==> src/inc/gly_pkg.sv <==
// shared constants and types of the (23,12) golay codec
package gly_pkg;

    // code geometry
    localparam int GLY_N = 23;            // codeword length
    localparam int GLY_K = 12;            // information bits
    localparam int GLY_PAR = 11;          // check bits
    localparam int GLY_BLK = 24;          // half-rate block, codeword plus fill bit
    localparam int GLY_ALIGN = 12;        // rotations that restore alignment after correction
    localparam int GLY_STEPS = 46;        // single-shift steps per codeword
    localparam int GLY_FIFO_DEPTH = 8;    // bits in the output buffer, one per entry

    // generator polynomial without its x^11 term: x^10+x^6+x^5+x^4+x^2+1
    localparam logic [10:0] GLY_GEN_LOW = 11'h475;
    // syndromes of a lone error at x^16 and at x^17
    localparam logic [10:0] GLY_SYN_A = 11'h366;
    localparam logic [10:0] GLY_SYN_B = 11'h6CC;
    // counter preloads; extra error position is base plus preload
    localparam logic [1:0] GLY_PRE_A = 2'h2;
    localparam logic [1:0] GLY_PRE_B = 2'h3;
    localparam logic [4:0] GLY_EXTRA_BASE = 5'hE;
    // weight limits of the three threshold detectors
    localparam logic [3:0] GLY_WT_ALL = 4'h3;
    localparam logic [3:0] GLY_WT_ONE = 4'h2;
    // value sent in the fill position
    localparam logic GLY_FILL_VAL = 1'b0;

    // decoder phases, one-hot
    typedef enum logic [4:0] {
        GLY_D_LOAD = 5'h01,
        GLY_D_TEST = 5'h02,
        GLY_D_CORR = 5'h04,
        GLY_D_ALIGN = 5'h08,
        GLY_D_SHIFT = 5'h10
    } gly_dphase_t;

    // encoder phases, one-hot
    typedef enum logic [2:0] {
        GLY_E_INFO = 3'h1,
        GLY_E_PAR = 3'h2,
        GLY_E_FILL = 3'h4
    } gly_ephase_t;

    // one serial bit with its end-of-word mark
    typedef struct packed {
        logic last;
        logic data;
    } gly_bit_t;

endpackage

==> src/gly_fifo.sv <==
// shift-style fifo with registered head, valid and ready
`timescale 1ns/1ns
`default_nettype none

module gly_fifo #(
    parameter int W = 2,
    parameter int DEPTH = 8,
    parameter int LW = $clog2(DEPTH + 1)
) (
    input wire logic clk,
    input wire logic rst_n,
    input wire logic in_valid,
    input wire logic [W-1:0] in_data,
    output logic in_ready,
    output logic out_valid,
    output logic [W-1:0] out_data,
    input wire logic out_ready,
    output logic [LW-1:0] level
);
    import gly_pkg::*;

    // whole state; entry 0 is always the head so the output is a flop
    typedef struct packed {
        logic [DEPTH-1:0][W-1:0] mem;
        logic [LW-1:0] level;
        logic valid;
        logic ready;
    } gly_fifo_st_t;

    gly_fifo_st_t q;
    gly_fifo_st_t next_q;
    logic pop;
    logic push;
    logic [LW-1:0] lv;

    // next state: pop shifts every entry down, push fills behind the tail
    always_comb begin
        next_q = q;
        pop = q.valid && out_ready;
        push = in_valid && q.ready;
        lv = q.level - LW'(pop);
        if (pop) begin
            for (int i = 0; i < DEPTH - 1; i++) begin
                next_q.mem[i] = q.mem[i + 1];
            end
        end
        if (push) begin
            next_q.mem[lv] = in_data;
        end
        next_q.level = lv + LW'(push);
        // flags are registered so both sides see flop outputs
        next_q.valid = (next_q.level != '0);
        next_q.ready = (next_q.level != LW'(DEPTH));
    end

    // state register
    always_ff @(posedge clk or negedge rst_n) begin
        if (!rst_n) begin
            q <= '{mem: '0, level: '0, valid: 1'b0, ready: 1'b1};
        end else begin
            q <= next_q;
        end
    end

    assign in_ready = q.ready;
    assign out_valid = q.valid;
    assign out_data = q.mem[0];
    assign level = q.level;

endmodule

`default_nettype wire

==> src/gly_codec.sv <==
// bit-serial (23,12) golay encoder and error-trapping decoder
//
// Overview of operation
// load shifts codeword in, previous word out
// fill bit of each block is dropped
// after load, test detectors in fixed priority
// first detector: 11 correcting shifts
// then realign codeword, go to shift step
// second detector: preload 2, fix extra error
// third detector: preload 3, same sequence
// no detector fires: go to shift step
// shift step: one rotation with feedback
// after 46 shift steps, load next word
// always deliver a word; right for three errors
// check bits from the generator polynomial
// eleven check bits per twelve info bits
// systematic order: info bits, then parity
// one input bit per clock while ready
`timescale 1ns/1ns
`default_nettype none

module gly_codec #(
    parameter int FIFO_DEPTH = gly_pkg::GLY_FIFO_DEPTH
) (
    input wire logic clk,
    input wire logic rst_n,
    // encoder input: information bits
    input wire logic enc_in_bit,
    input wire logic enc_in_valid,
    output logic enc_in_ready,
    // encoder output: 24-bit blocks toward the link
    output gly_pkg::gly_bit_t enc_out,
    output logic enc_out_valid,
    input wire logic enc_out_ready,
    // decoder input from the receive path
    input wire logic rx_bit,
    input wire logic rx_valid,
    output logic rx_ready,
    // corrected codewords toward the user
    output gly_pkg::gly_bit_t usr_data,
    output logic usr_valid,
    input wire logic usr_ready
);
    import gly_pkg::*;

    localparam int LW = $clog2(FIFO_DEPTH + 1);

    // all codec state in one record
    typedef struct packed {
        gly_dphase_t phase;     // decoder phase
        logic [22:0] cw;        // codeword register, x^22 at the top
        logic [10:0] syn;       // syndrome register, x^10 at the top
        logic [4:0] cnt;        // load, correction and realign count
        logic [5:0] steps;      // shift steps done on this word
        logic [1:0] xcnt;       // preload naming the extra error
        logic xfix;             // extra error still to be flipped
        logic have_prev;        // a corrected word is waiting to leave
        logic rx_ready;         // registered input ready
        gly_ephase_t ephase;    // encoder phase
        logic [4:0] ecnt;       // encoder bit count within phase
        logic [10:0] par;       // encoder check register
        gly_bit_t obit;         // encoder output bit
        logic ovalid;           // encoder output valid
        logic in_ready;         // registered encoder input ready
    } gly_st_t;

    gly_st_t q;
    gly_st_t next_q;

    // decoder side of the output buffer
    gly_bit_t push_data;
    logic push;
    logic fifo_ready;
    logic [LW-1:0] fifo_level;
    logic [LW-1:0] lvl_after;

    // detector outputs and scratch
    logic z0;
    logic z1;
    logic z2;
    logic efb;
    logic [22:0] tmp;
    logic [4:0] xidx;

    // number of ones in a syndrome-sized vector
    function automatic logic [3:0] gly_wt(input logic [10:0] v);
        logic [3:0] c;
        c = '0;
        for (int i = 0; i < 11; i++) begin
            c = c + 4'(v[i]);
        end
        return c;
    endfunction

    // threshold detectors on the current syndrome
    always_comb begin
        // a zero syndrome means nothing left to fix; skip needless passes
        z0 = (q.syn != '0) && (gly_wt(q.syn) <= GLY_WT_ALL);
        z1 = gly_wt(q.syn ^ GLY_SYN_A) <= GLY_WT_ONE;
        z2 = gly_wt(q.syn ^ GLY_SYN_B) <= GLY_WT_ONE;
    end

    // next state of encoder and decoder
    always_comb begin
        next_q = q;
        push = 1'b0;
        push_data = '0;
        tmp = '0;
        efb = 1'b0;
        xidx = '0;

        // ---- encoder ----
        // output slot frees when the link takes the bit
        if (q.ovalid && enc_out_ready) begin
            next_q.ovalid = 1'b0;
        end
        case (q.ephase)
            GLY_E_INFO: begin
                // info bits pass straight out and into the divider
                if (q.in_ready && enc_in_valid) begin
                    next_q.obit = '{last: 1'b0, data: enc_in_bit};
                    next_q.ovalid = 1'b1;
                    efb = enc_in_bit ^ q.par[10];
                    next_q.par = {q.par[9:0], 1'b0} ^ (efb ? GLY_GEN_LOW : '0);
                    if (q.ecnt == 5'(GLY_K - 1)) begin
                        next_q.ecnt = '0;
                        next_q.ephase = GLY_E_PAR;
                    end else begin
                        next_q.ecnt = q.ecnt + 5'h1;
                    end
                end
            end
            GLY_E_PAR: begin
                // check bits follow, top stage first
                if (!q.ovalid) begin
                    next_q.obit = '{last: 1'b0, data: q.par[10]};
                    next_q.ovalid = 1'b1;
                    next_q.par = {q.par[9:0], 1'b0};
                    if (q.ecnt == 5'(GLY_PAR - 1)) begin
                        next_q.ecnt = '0;
                        next_q.ephase = GLY_E_FILL;
                    end else begin
                        next_q.ecnt = q.ecnt + 5'h1;
                    end
                end
            end
            GLY_E_FILL: begin
                // fill bit keeps the block at exactly half rate
                if (!q.ovalid) begin
                    next_q.obit = '{last: 1'b1, data: GLY_FILL_VAL};
                    next_q.ovalid = 1'b1;
                    next_q.par = '0;
                    next_q.ephase = GLY_E_INFO;
                end
            end
            default: begin
                next_q.ephase = GLY_E_INFO;
            end
        endcase
        // at most one bit in flight, so the encoder runs at half rate
        next_q.in_ready = (next_q.ephase == GLY_E_INFO) && !next_q.ovalid;

        // ---- decoder ----
        case (q.phase)
            GLY_D_LOAD: begin
                if (q.rx_ready && rx_valid && fifo_ready) begin
                    if (q.cnt < 5'(GLY_N)) begin
                        // new bit enters, old corrected bit leaves the top
                        next_q.cw = {q.cw[21:0], rx_bit};
                        next_q.syn = {q.syn[9:0], rx_bit}
                            ^ (q.syn[10] ? GLY_GEN_LOW : '0);
                        push = q.have_prev;
                        push_data = '{last: (q.cnt == 5'(GLY_N - 1)), data: q.cw[22]};
                        next_q.cnt = q.cnt + 5'h1;
                    end else begin
                        // fill position: taken off the wire, never looked at
                        next_q.cnt = '0;
                        next_q.steps = '0;
                        next_q.phase = GLY_D_TEST;
                    end
                end
            end
            GLY_D_TEST: begin
                // input and output are idle here; priority z0, z1, z2
                next_q.cnt = '0;
                if (z0) begin
                    next_q.xfix = 1'b0;
                    next_q.phase = GLY_D_CORR;
                end else if (z1) begin
                    // syndrome minus the extra error gives the low errors
                    next_q.syn = q.syn ^ GLY_SYN_A;
                    next_q.xcnt = GLY_PRE_A;
                    next_q.xfix = 1'b1;
                    next_q.phase = GLY_D_CORR;
                end else if (z2) begin
                    next_q.syn = q.syn ^ GLY_SYN_B;
                    next_q.xcnt = GLY_PRE_B;
                    next_q.xfix = 1'b1;
                    next_q.phase = GLY_D_CORR;
                end else begin
                    next_q.phase = GLY_D_SHIFT;
                end
            end
            GLY_D_CORR: begin
                // no feedback: syndrome bits are added into the codeword
                tmp = q.cw;
                tmp[10] = q.cw[10] ^ q.syn[10];
                if (q.xfix) begin
                    xidx = GLY_EXTRA_BASE + 5'(q.xcnt);
                    tmp = tmp ^ (23'h1 << xidx);
                end
                next_q.xfix = 1'b0;
                next_q.cw = {tmp[21:0], tmp[22]};
                next_q.syn = {q.syn[9:0], 1'b0};
                if (q.cnt == 5'(GLY_PAR - 1)) begin
                    next_q.cnt = '0;
                    next_q.phase = GLY_D_ALIGN;
                end else begin
                    next_q.cnt = q.cnt + 5'h1;
                end
            end
            GLY_D_ALIGN: begin
                // correction off; rotate only the codeword back home
                next_q.cw = {q.cw[21:0], q.cw[22]};
                if (q.cnt == 5'(GLY_ALIGN - 1)) begin
                    next_q.cnt = '0;
                    next_q.phase = GLY_D_SHIFT;
                end else begin
                    next_q.cnt = q.cnt + 5'h1;
                end
            end
            GLY_D_SHIFT: begin
                // one cyclic step of the word, syndrome follows with feedback;
                // register order is reversed, so this left move is the classic right shift
                next_q.cw = {q.cw[21:0], q.cw[22]};
                next_q.syn = {q.syn[9:0], 1'b0}
                    ^ (q.syn[10] ? GLY_GEN_LOW : '0);
                if (q.steps == 6'(GLY_STEPS - 1)) begin
                    // two full turns: word is aligned and ready to leave
                    next_q.steps = '0;
                    next_q.syn = '0;
                    next_q.have_prev = 1'b1;
                    next_q.phase = GLY_D_LOAD;
                end else begin
                    next_q.steps = q.steps + 6'h1;
                    next_q.phase = GLY_D_TEST;
                end
            end
            default: begin
                next_q.phase = GLY_D_LOAD;
            end
        endcase

        // ready only if the buffer cannot overflow next cycle; a pop only helps
        lvl_after = fifo_level + LW'(push);
        next_q.rx_ready = (next_q.phase == GLY_D_LOAD)
            && (lvl_after < LW'(FIFO_DEPTH));
    end

    // state register
    always_ff @(posedge clk or negedge rst_n) begin
        if (!rst_n) begin
            q <= '{phase: GLY_D_LOAD, cw: '0, syn: '0, cnt: '0, steps: '0,
                   xcnt: '0, xfix: 1'b0, have_prev: 1'b0, rx_ready: 1'b0,
                   ephase: GLY_E_INFO, ecnt: '0, par: '0, obit: '0,
                   ovalid: 1'b0, in_ready: 1'b0};
        end else begin
            q <= next_q;
        end
    end

    // corrected bits wait here until the user side takes them
    gly_fifo #(
        .W($bits(gly_bit_t)),
        .DEPTH(FIFO_DEPTH),
        .LW(LW)
    ) u_out_fifo (
        .clk(clk),
        .rst_n(rst_n),
        .in_valid(push),
        .in_data(push_data),
        .in_ready(fifo_ready),
        .out_valid(usr_valid),
        .out_data(usr_data),
        .out_ready(usr_ready),
        .level(fifo_level)
    );

    // all outputs straight from state flops
    assign enc_in_ready = q.in_ready;
    assign enc_out = q.obit;
    assign enc_out_valid = q.ovalid;
    assign rx_ready = q.rx_ready;

endmodule

`default_nettype wire

==> config.mk <==
export PLATFORM = sky130hd
export DESIGN_NAME = gly_codec
export DESIGN_NICKNAME = d
export VERILOG_FILES = /design/src/inc/gly_pkg.sv /design/src/gly_fifo.sv /design/src/gly_codec.sv
export SDC_FILE = /design/constraint.sdc
export NUM_CORES = 1
export LEC_CHECK = 0
export BUFFER_PORTS_ARGS = -buffer_cell sky130_fd_sc_hd__clkbuf_2
export CAP_MARGIN = 20
export CORE_MARGIN = 4
export CORE_UTILIZATION = 55
export CTS_BUF_LIST = sky130_fd_sc_hd__clkbuf_16
export CTS_CLUSTER_SIZE = 14
export DETAILED_ROUTE_END_ITERATION = 8
export PLACE_DENSITY = 0.71
export SYNTH_ARGS = -nofsm -noshare
export SYNTH_HDL_FRONTEND = slang
export SYNTH_SLANG_ARGS = --single-unit
==> constraint.sdc <==
create_clock -name clk -period 7.3 [get_ports clk]
set_clock_uncertainty 0.2 [all_clocks]
set_input_delay 0.365 -clock clk [delete_from_list [all_inputs] [get_ports clk]]
set_output_delay 0.365 -clock clk [all_outputs]
set_load 0.005 [all_outputs]
## Word level (Yosys, flattened, before mapping)

Index checks and enable logic that the tools add are counted.

| storage, ports and cells | value |
|---|---|
| register bits | 100 |
| bits of input ports | 8 |
| logic and storage cells | 201 |

| cells by class | value |
|---|---|
| shifts and indexed selects | 1 |
| reduce and logical (&&, ||, !) cells | 35 |
| add/sub/neg operators | 36 |
| $lt $le $gt $ge | 7 |
| eq/ne operators | 29 |
| muxes and demuxes | 53 |
| bitwise logic cells | 10 |

Operators with widths:

| kind | number |
|---|---|
| $add A4 B1 Y4 | 25 |
| $pmux W23 S3 | 1 |
| $mux W11 | 6 |
| $mux W5 | 11 |
| $mux W50 | 1 |
| $mux W22 | 2 |
| $pmux W11 S4 | 1 |
| $mux W14 | 3 |
| $pmux W14 S3 | 1 |
| $mux W34 | 1 |
| $xor A11 B11 Y11 | 3 |
| $eq A5 B4 Y1 const B | 5 |
| $pmux W5 S5 | 1 |
| $mux W23 | 1 |
| $shl A1 B5 Y23 const A | 1 |
| $xor A23 B23 Y23 | 1 |
| $ne A2 B2 Y1 const B | 10 |
| $pmux W5 S4 | 1 |
| $bwmux W16 | 1 |
| $mux W3 | 5 |
| $le A4 B2 Y1 const B | 3 |
| $mux W6 | 2 |
| $not A6 Y6 | 2 |
| $pmux W6 S2 | 1 |
| 40 further kinds | 82 |

## Longest topological paths before layout

| logic depth | value |
|---|---|
| depth in word-level cells | 17 |
| depth in mapped cells | 16 |

## By module

From an unflattened synthesis, not the netlist that was laid out.

| unflattened totals | value |
|---|---|
| cell total of the unflattened synthesis | 655 |
| area, all modules | 6364.9 sq um |

By module, submodules not included:

| module | sequential area each (sq um) | area each (sq um) | instances | cells each |
|---|---|---|---|---|
| gly_codec | 1954.4 | 4989.8 | 1 | 535 |
| gly_fifo | 551.8 | 1375.1 | 1 | 120 |

## Worst setup path before layout

Ideal clock, no wire load.

| timing path | value |
|---|---|
| kind | register to register |
| start | register q[44] in the netlist's numbering |
| end | register q[41] in the netlist's numbering |
| path slack | 2920 ps |
| stages on the path, launching flop included | 15 |
| period minus slack after synthesis | 4380 ps |
| data arrival time | 4053 ps |
| cells stage by stage | dfrtp_1 inv_1 fa_1 inv_1 fa_1 inv_1 fa_1 inv_1 fa_1 fa_1 and2_1 o22ai_1 o21ai_0 o21bai_1 mux2_1 |

| between the ends | value |
|---|---|
| cells in the longest elaborated chain, start to end | 11 |

Ends and longest elaborated chain:

| item | line | text |
|---|---|---|
| start, declared | gly_codec.sv:67 | `gly_st_t q;` |
| start signal, assigned | gly_codec.sv:263 | `q <= '{phase: GLY_D_LOAD, cw: '0, syn: '0, cnt: '0, steps: '0,` |
| start signal, assigned | gly_codec.sv:268 | `q <= next_q;` |
| $not A6 Y6 (no source line) | -- |  |
| $add A4 B1 Y4 (6 in series) | gly_codec.sv:90 | `c = c + 4'(v[i]);` |
| $le A4 B2 Y1 | gly_codec.sv:99 | `z1 = gly_wt(q.syn ^ GLY_SYN_A) <= GLY_WT_ONE;` |
| $mux W11 | gly_codec.sv:189 | `end else if (z1) begin` |
| $mux W11 | gly_codec.sv:186 | `if (z0) begin` |
| $pmux W11 S4 | gly_codec.sv:164 | `case (q.phase)` |

Parallel ways exist; a longest one is shown, timed or not. The select of a mux whose other input is x is not followed.
A chain may end at the register's enable or synchronous reset.

## Worst setup path after layout

| timing path | value |
|---|---|
| start | register q[44] in the netlist's numbering |
| end | register q[45] in the netlist's numbering |

Same word-level chain as after synthesis.

==> results.yml <==
synth:
  synth.net_count: 621
  netlist_area_mm2: 0.00594
  yosys_register_bits: 100
  synth_largest_area_cell: "dfrtp_1"
  synth_edf_count: 0
  synth.cells.most_frequent: "97 x dfrtp_1, 54 x inv_1, 41 x nand2_1, 40 x nor2_1, 34 x mux2i_1"
  synthArstFlopShare: 1.00
  synth_area_leaders: "dfrtp_1 41%, fa_1 6.1%, mux2i_1 5.7%"
  synthFlopType: "dfrtp_1"
  yosysSeqAreaShare: 0.422
  postSynthAreaPerCell_um2: 10.4
  yosysMostFrequentCell: "dfrtp_1"
  yosysWarnings: 0
  synthCells: 573
  yosysUniqueCellTypes: 77
  synth_top_cell_area_share: 0.409
global_routing:
  antenna_found_initial: 0
  use_met3: 0.0234
  gr-usage-met1: 0.282
  grt_pass1_vias: 4037
  grt_usage: 0.189
  grt_pass1_wl_um: 19800
  overflow: 0
  grt-busiest-layer: "met2"
  grt_max_degree: 65
  grt_use_met2: 0.293
floorplan:
  ios: 16
  core_mm2: 0.0104
  initial_core_util: 0.570
  dieHeight_um: 112
  die_w_um: 112
  std_cell_rows: 37
  fp.dieArea_mm2: 0.0125
worst_hold_path:
  hp-class: "in2reg"
worst_setup_path:
  crit_fanout: 7
  arrival_ns: 4.87
  required_ns: 7.32
  start_kind: "flip-flop"
  critPathCaptureType: "flip-flop"
  critPathKind: "reg2reg"
timing:
  worst_pin_slew_ns: 0.900
  setup_violations: 0
  slew_violations: 0
  finalCritPeriodShare: 0.663
  rsz0062_at_grt: "false"
  hold_viol: 0
  period_minus_slack_ns: 4.84
  fmaxAchievable_mhz: 207
  tns_ns: 0
  max-slew-margin-rel: 0.400
placed_design:
  place_area_mm2: 0.00605
  dp.final_hpwl_um: 8180
  place.gp.congestion: 0.874
  io_buffers: 15
run_status:
  status: "finished clean"
clocking:
  clockRootBuffer: "clkbuf_16"
  cts_setup_buffers: 0
  path_clk_slew_ns: 0.07
  numCtsBuffers: 9
  cts_tree: "built"
  clk_latency_ns: 0.35
  cts.sinks: 100
  cts_resized: 0
  htreeDepth: 3
  cts_max_path_buffers: 2
power_and_ir_drop:
  ir_drop_v: 0.000346
  powerDensity_mw_per_mm2: 378
  p_leak_nw: 2.95
detailed_routing:
  wirelength_um: 11300
  drc: 0
  viasPerCell: 5.80
  vias: 4170
  drtPass1Iterations: 5
  drt_iter0_drc: 300
  wire_per_inst_um: 15.7
  antenna_left: 0
layout:
  design_area_mm2: 0.00635
  area_growth_pct: 6.91
  layout.nets: 626
  nFillCells: 841
  drive_above_1_share: 0.101
  num_antenna_cells: 0
flow_run:
  cap_violations: 0
worst max-delay path, cell delays in order (launching register included):
cell,delay (ns)
dfrtp_1,0.51
inv_1,0.13
fa_1,0.52
inv_1,0.05
fa_1,0.47
inv_1,0.05
fa_1,0.47
inv_1,0.05
fa_1,0.40
fa_1,0.39
and2_1,0.18
o22ai_1,0.42
o21ai_0,0.25
o21bai_1,0.29
mux2_1,0.35
cell families (layout without fill, tap and decap cells):
family                   count (synthesis)  in the layout  share of synthesized area
flip-flops                             100            100                      0.422
multiplexers                            55             55                     0.0971
buffers and inverters                   78             88                     0.0590
AO/OA/AOI/OAI                          117            117                      0.143
AND/OR/NAND/NOR                        167            167                      0.147
XOR/XNOR                                16             16                     0.0249
adder cells (fa/ha/maj)                 40             40                      0.107
metrics by stage:
| step | power, W | setup slack (ns) | utilization | cells | hold WS, ns |
|---|---|---|---|---|---|
| after global placement | 0.00190 | 2.64 | 0.581 | 701 | 0.144 |
| after global routing | 0.00263 | 2.21 | 0.610 | 719 | 0.0455 |
| after floorplan | 0.00166 | 2.92 | - | 573 | -0.131 |
| final | 0.00240 | 2.46 | 0.610 | 719 | 0.0401 |
| after detailed placement | 0.00195 | 2.50 | 0.581 | 701 | 0.149 |
| after CTS | 0.00242 | 2.49 | 0.608 | 718 | 0.0274 |
per-layer routing:
metal	vias up	wire (µm)
met5	-	0
met4	0	167
met3	16	400
met2	86	5200
met1	2048	5530
li1	2020	-
state kept, by name, summed over array words and instances (netlist names):
register	count
rx_ready	1
u_out_fifo.in_ready	1
u_out_fifo.q	14
q	73
u_out_fifo.level	4
enc_out	2
enc_in_ready	1
u_out_fifo.out_data	2
u_out_fifo.out_valid	1
enc_out_valid	1
path summary, 6_finish.rpt:
check / start / to / slack [ns] / depth (start not counted)
worst max-delay path: q[44] / q[45] / 2.46 / 14
worst min-delay path: enc_out_ready / enc_out_valid / 0.04 / 2
worst max register to register: q[44] / q[45] / 2.46 / 14
worst min register to register: q[19] / q[19] / 0.28 / 1
max in group asynchronous: rst_n / q[72] / 5.41 / 3
min in group asynchronous: rst_n / enc_out_valid / 0.30 / 2
cell type report:
| class | count | area [µm²] | share of cell area |
|---|---|---|---|
| Multi-Input combinational cell | 395 | 3080 | 0.486 |
| Sequential cell | 100 | 2510 | 0.395 |
| Clock buffer | 9 | 225 | 0.0355 |
| Inverter | 54 | 203 | 0.0319 |
| Tap cell | 136 | 170 | 0.0268 |
| Timing Repair Buffer | 18 | 110 | 0.0173 |
| Clock inverter | 7 | 52.6 | 0.00827 |
repair_timing:
| item | in CTS | in global routing |
|---|---|---|
| endpoints found under the setup margin | 0 | 0 |
| hold buffers | 1 | 0 |
| endpoints found under the hold margin | 35 | 0 |
cells in the final DEF, fill, tap and decap left out, types with 13 or more instances in the layout:
cell      netlist  layout
dfrtp_1        97      97
inv_1          54      55
nand2_1        41      41
nor2_1         40      40
mux2i_1        34      34
o21ai_0        25      25
ha_1           22      22
fa_1           18      18
nand3_1        15      15
clkbuf_2        1      14
a21oi_1        13      13
report_power, final:
group	internal, W	total, W	switching (W)
Combinational	0.000488	0.00113	0.000639
Clock	0.000234	0.000448	0.000214
Sequential	0.000696	0.000824	0.000128
Note: power is estimated with default switching activity, not from simulation.
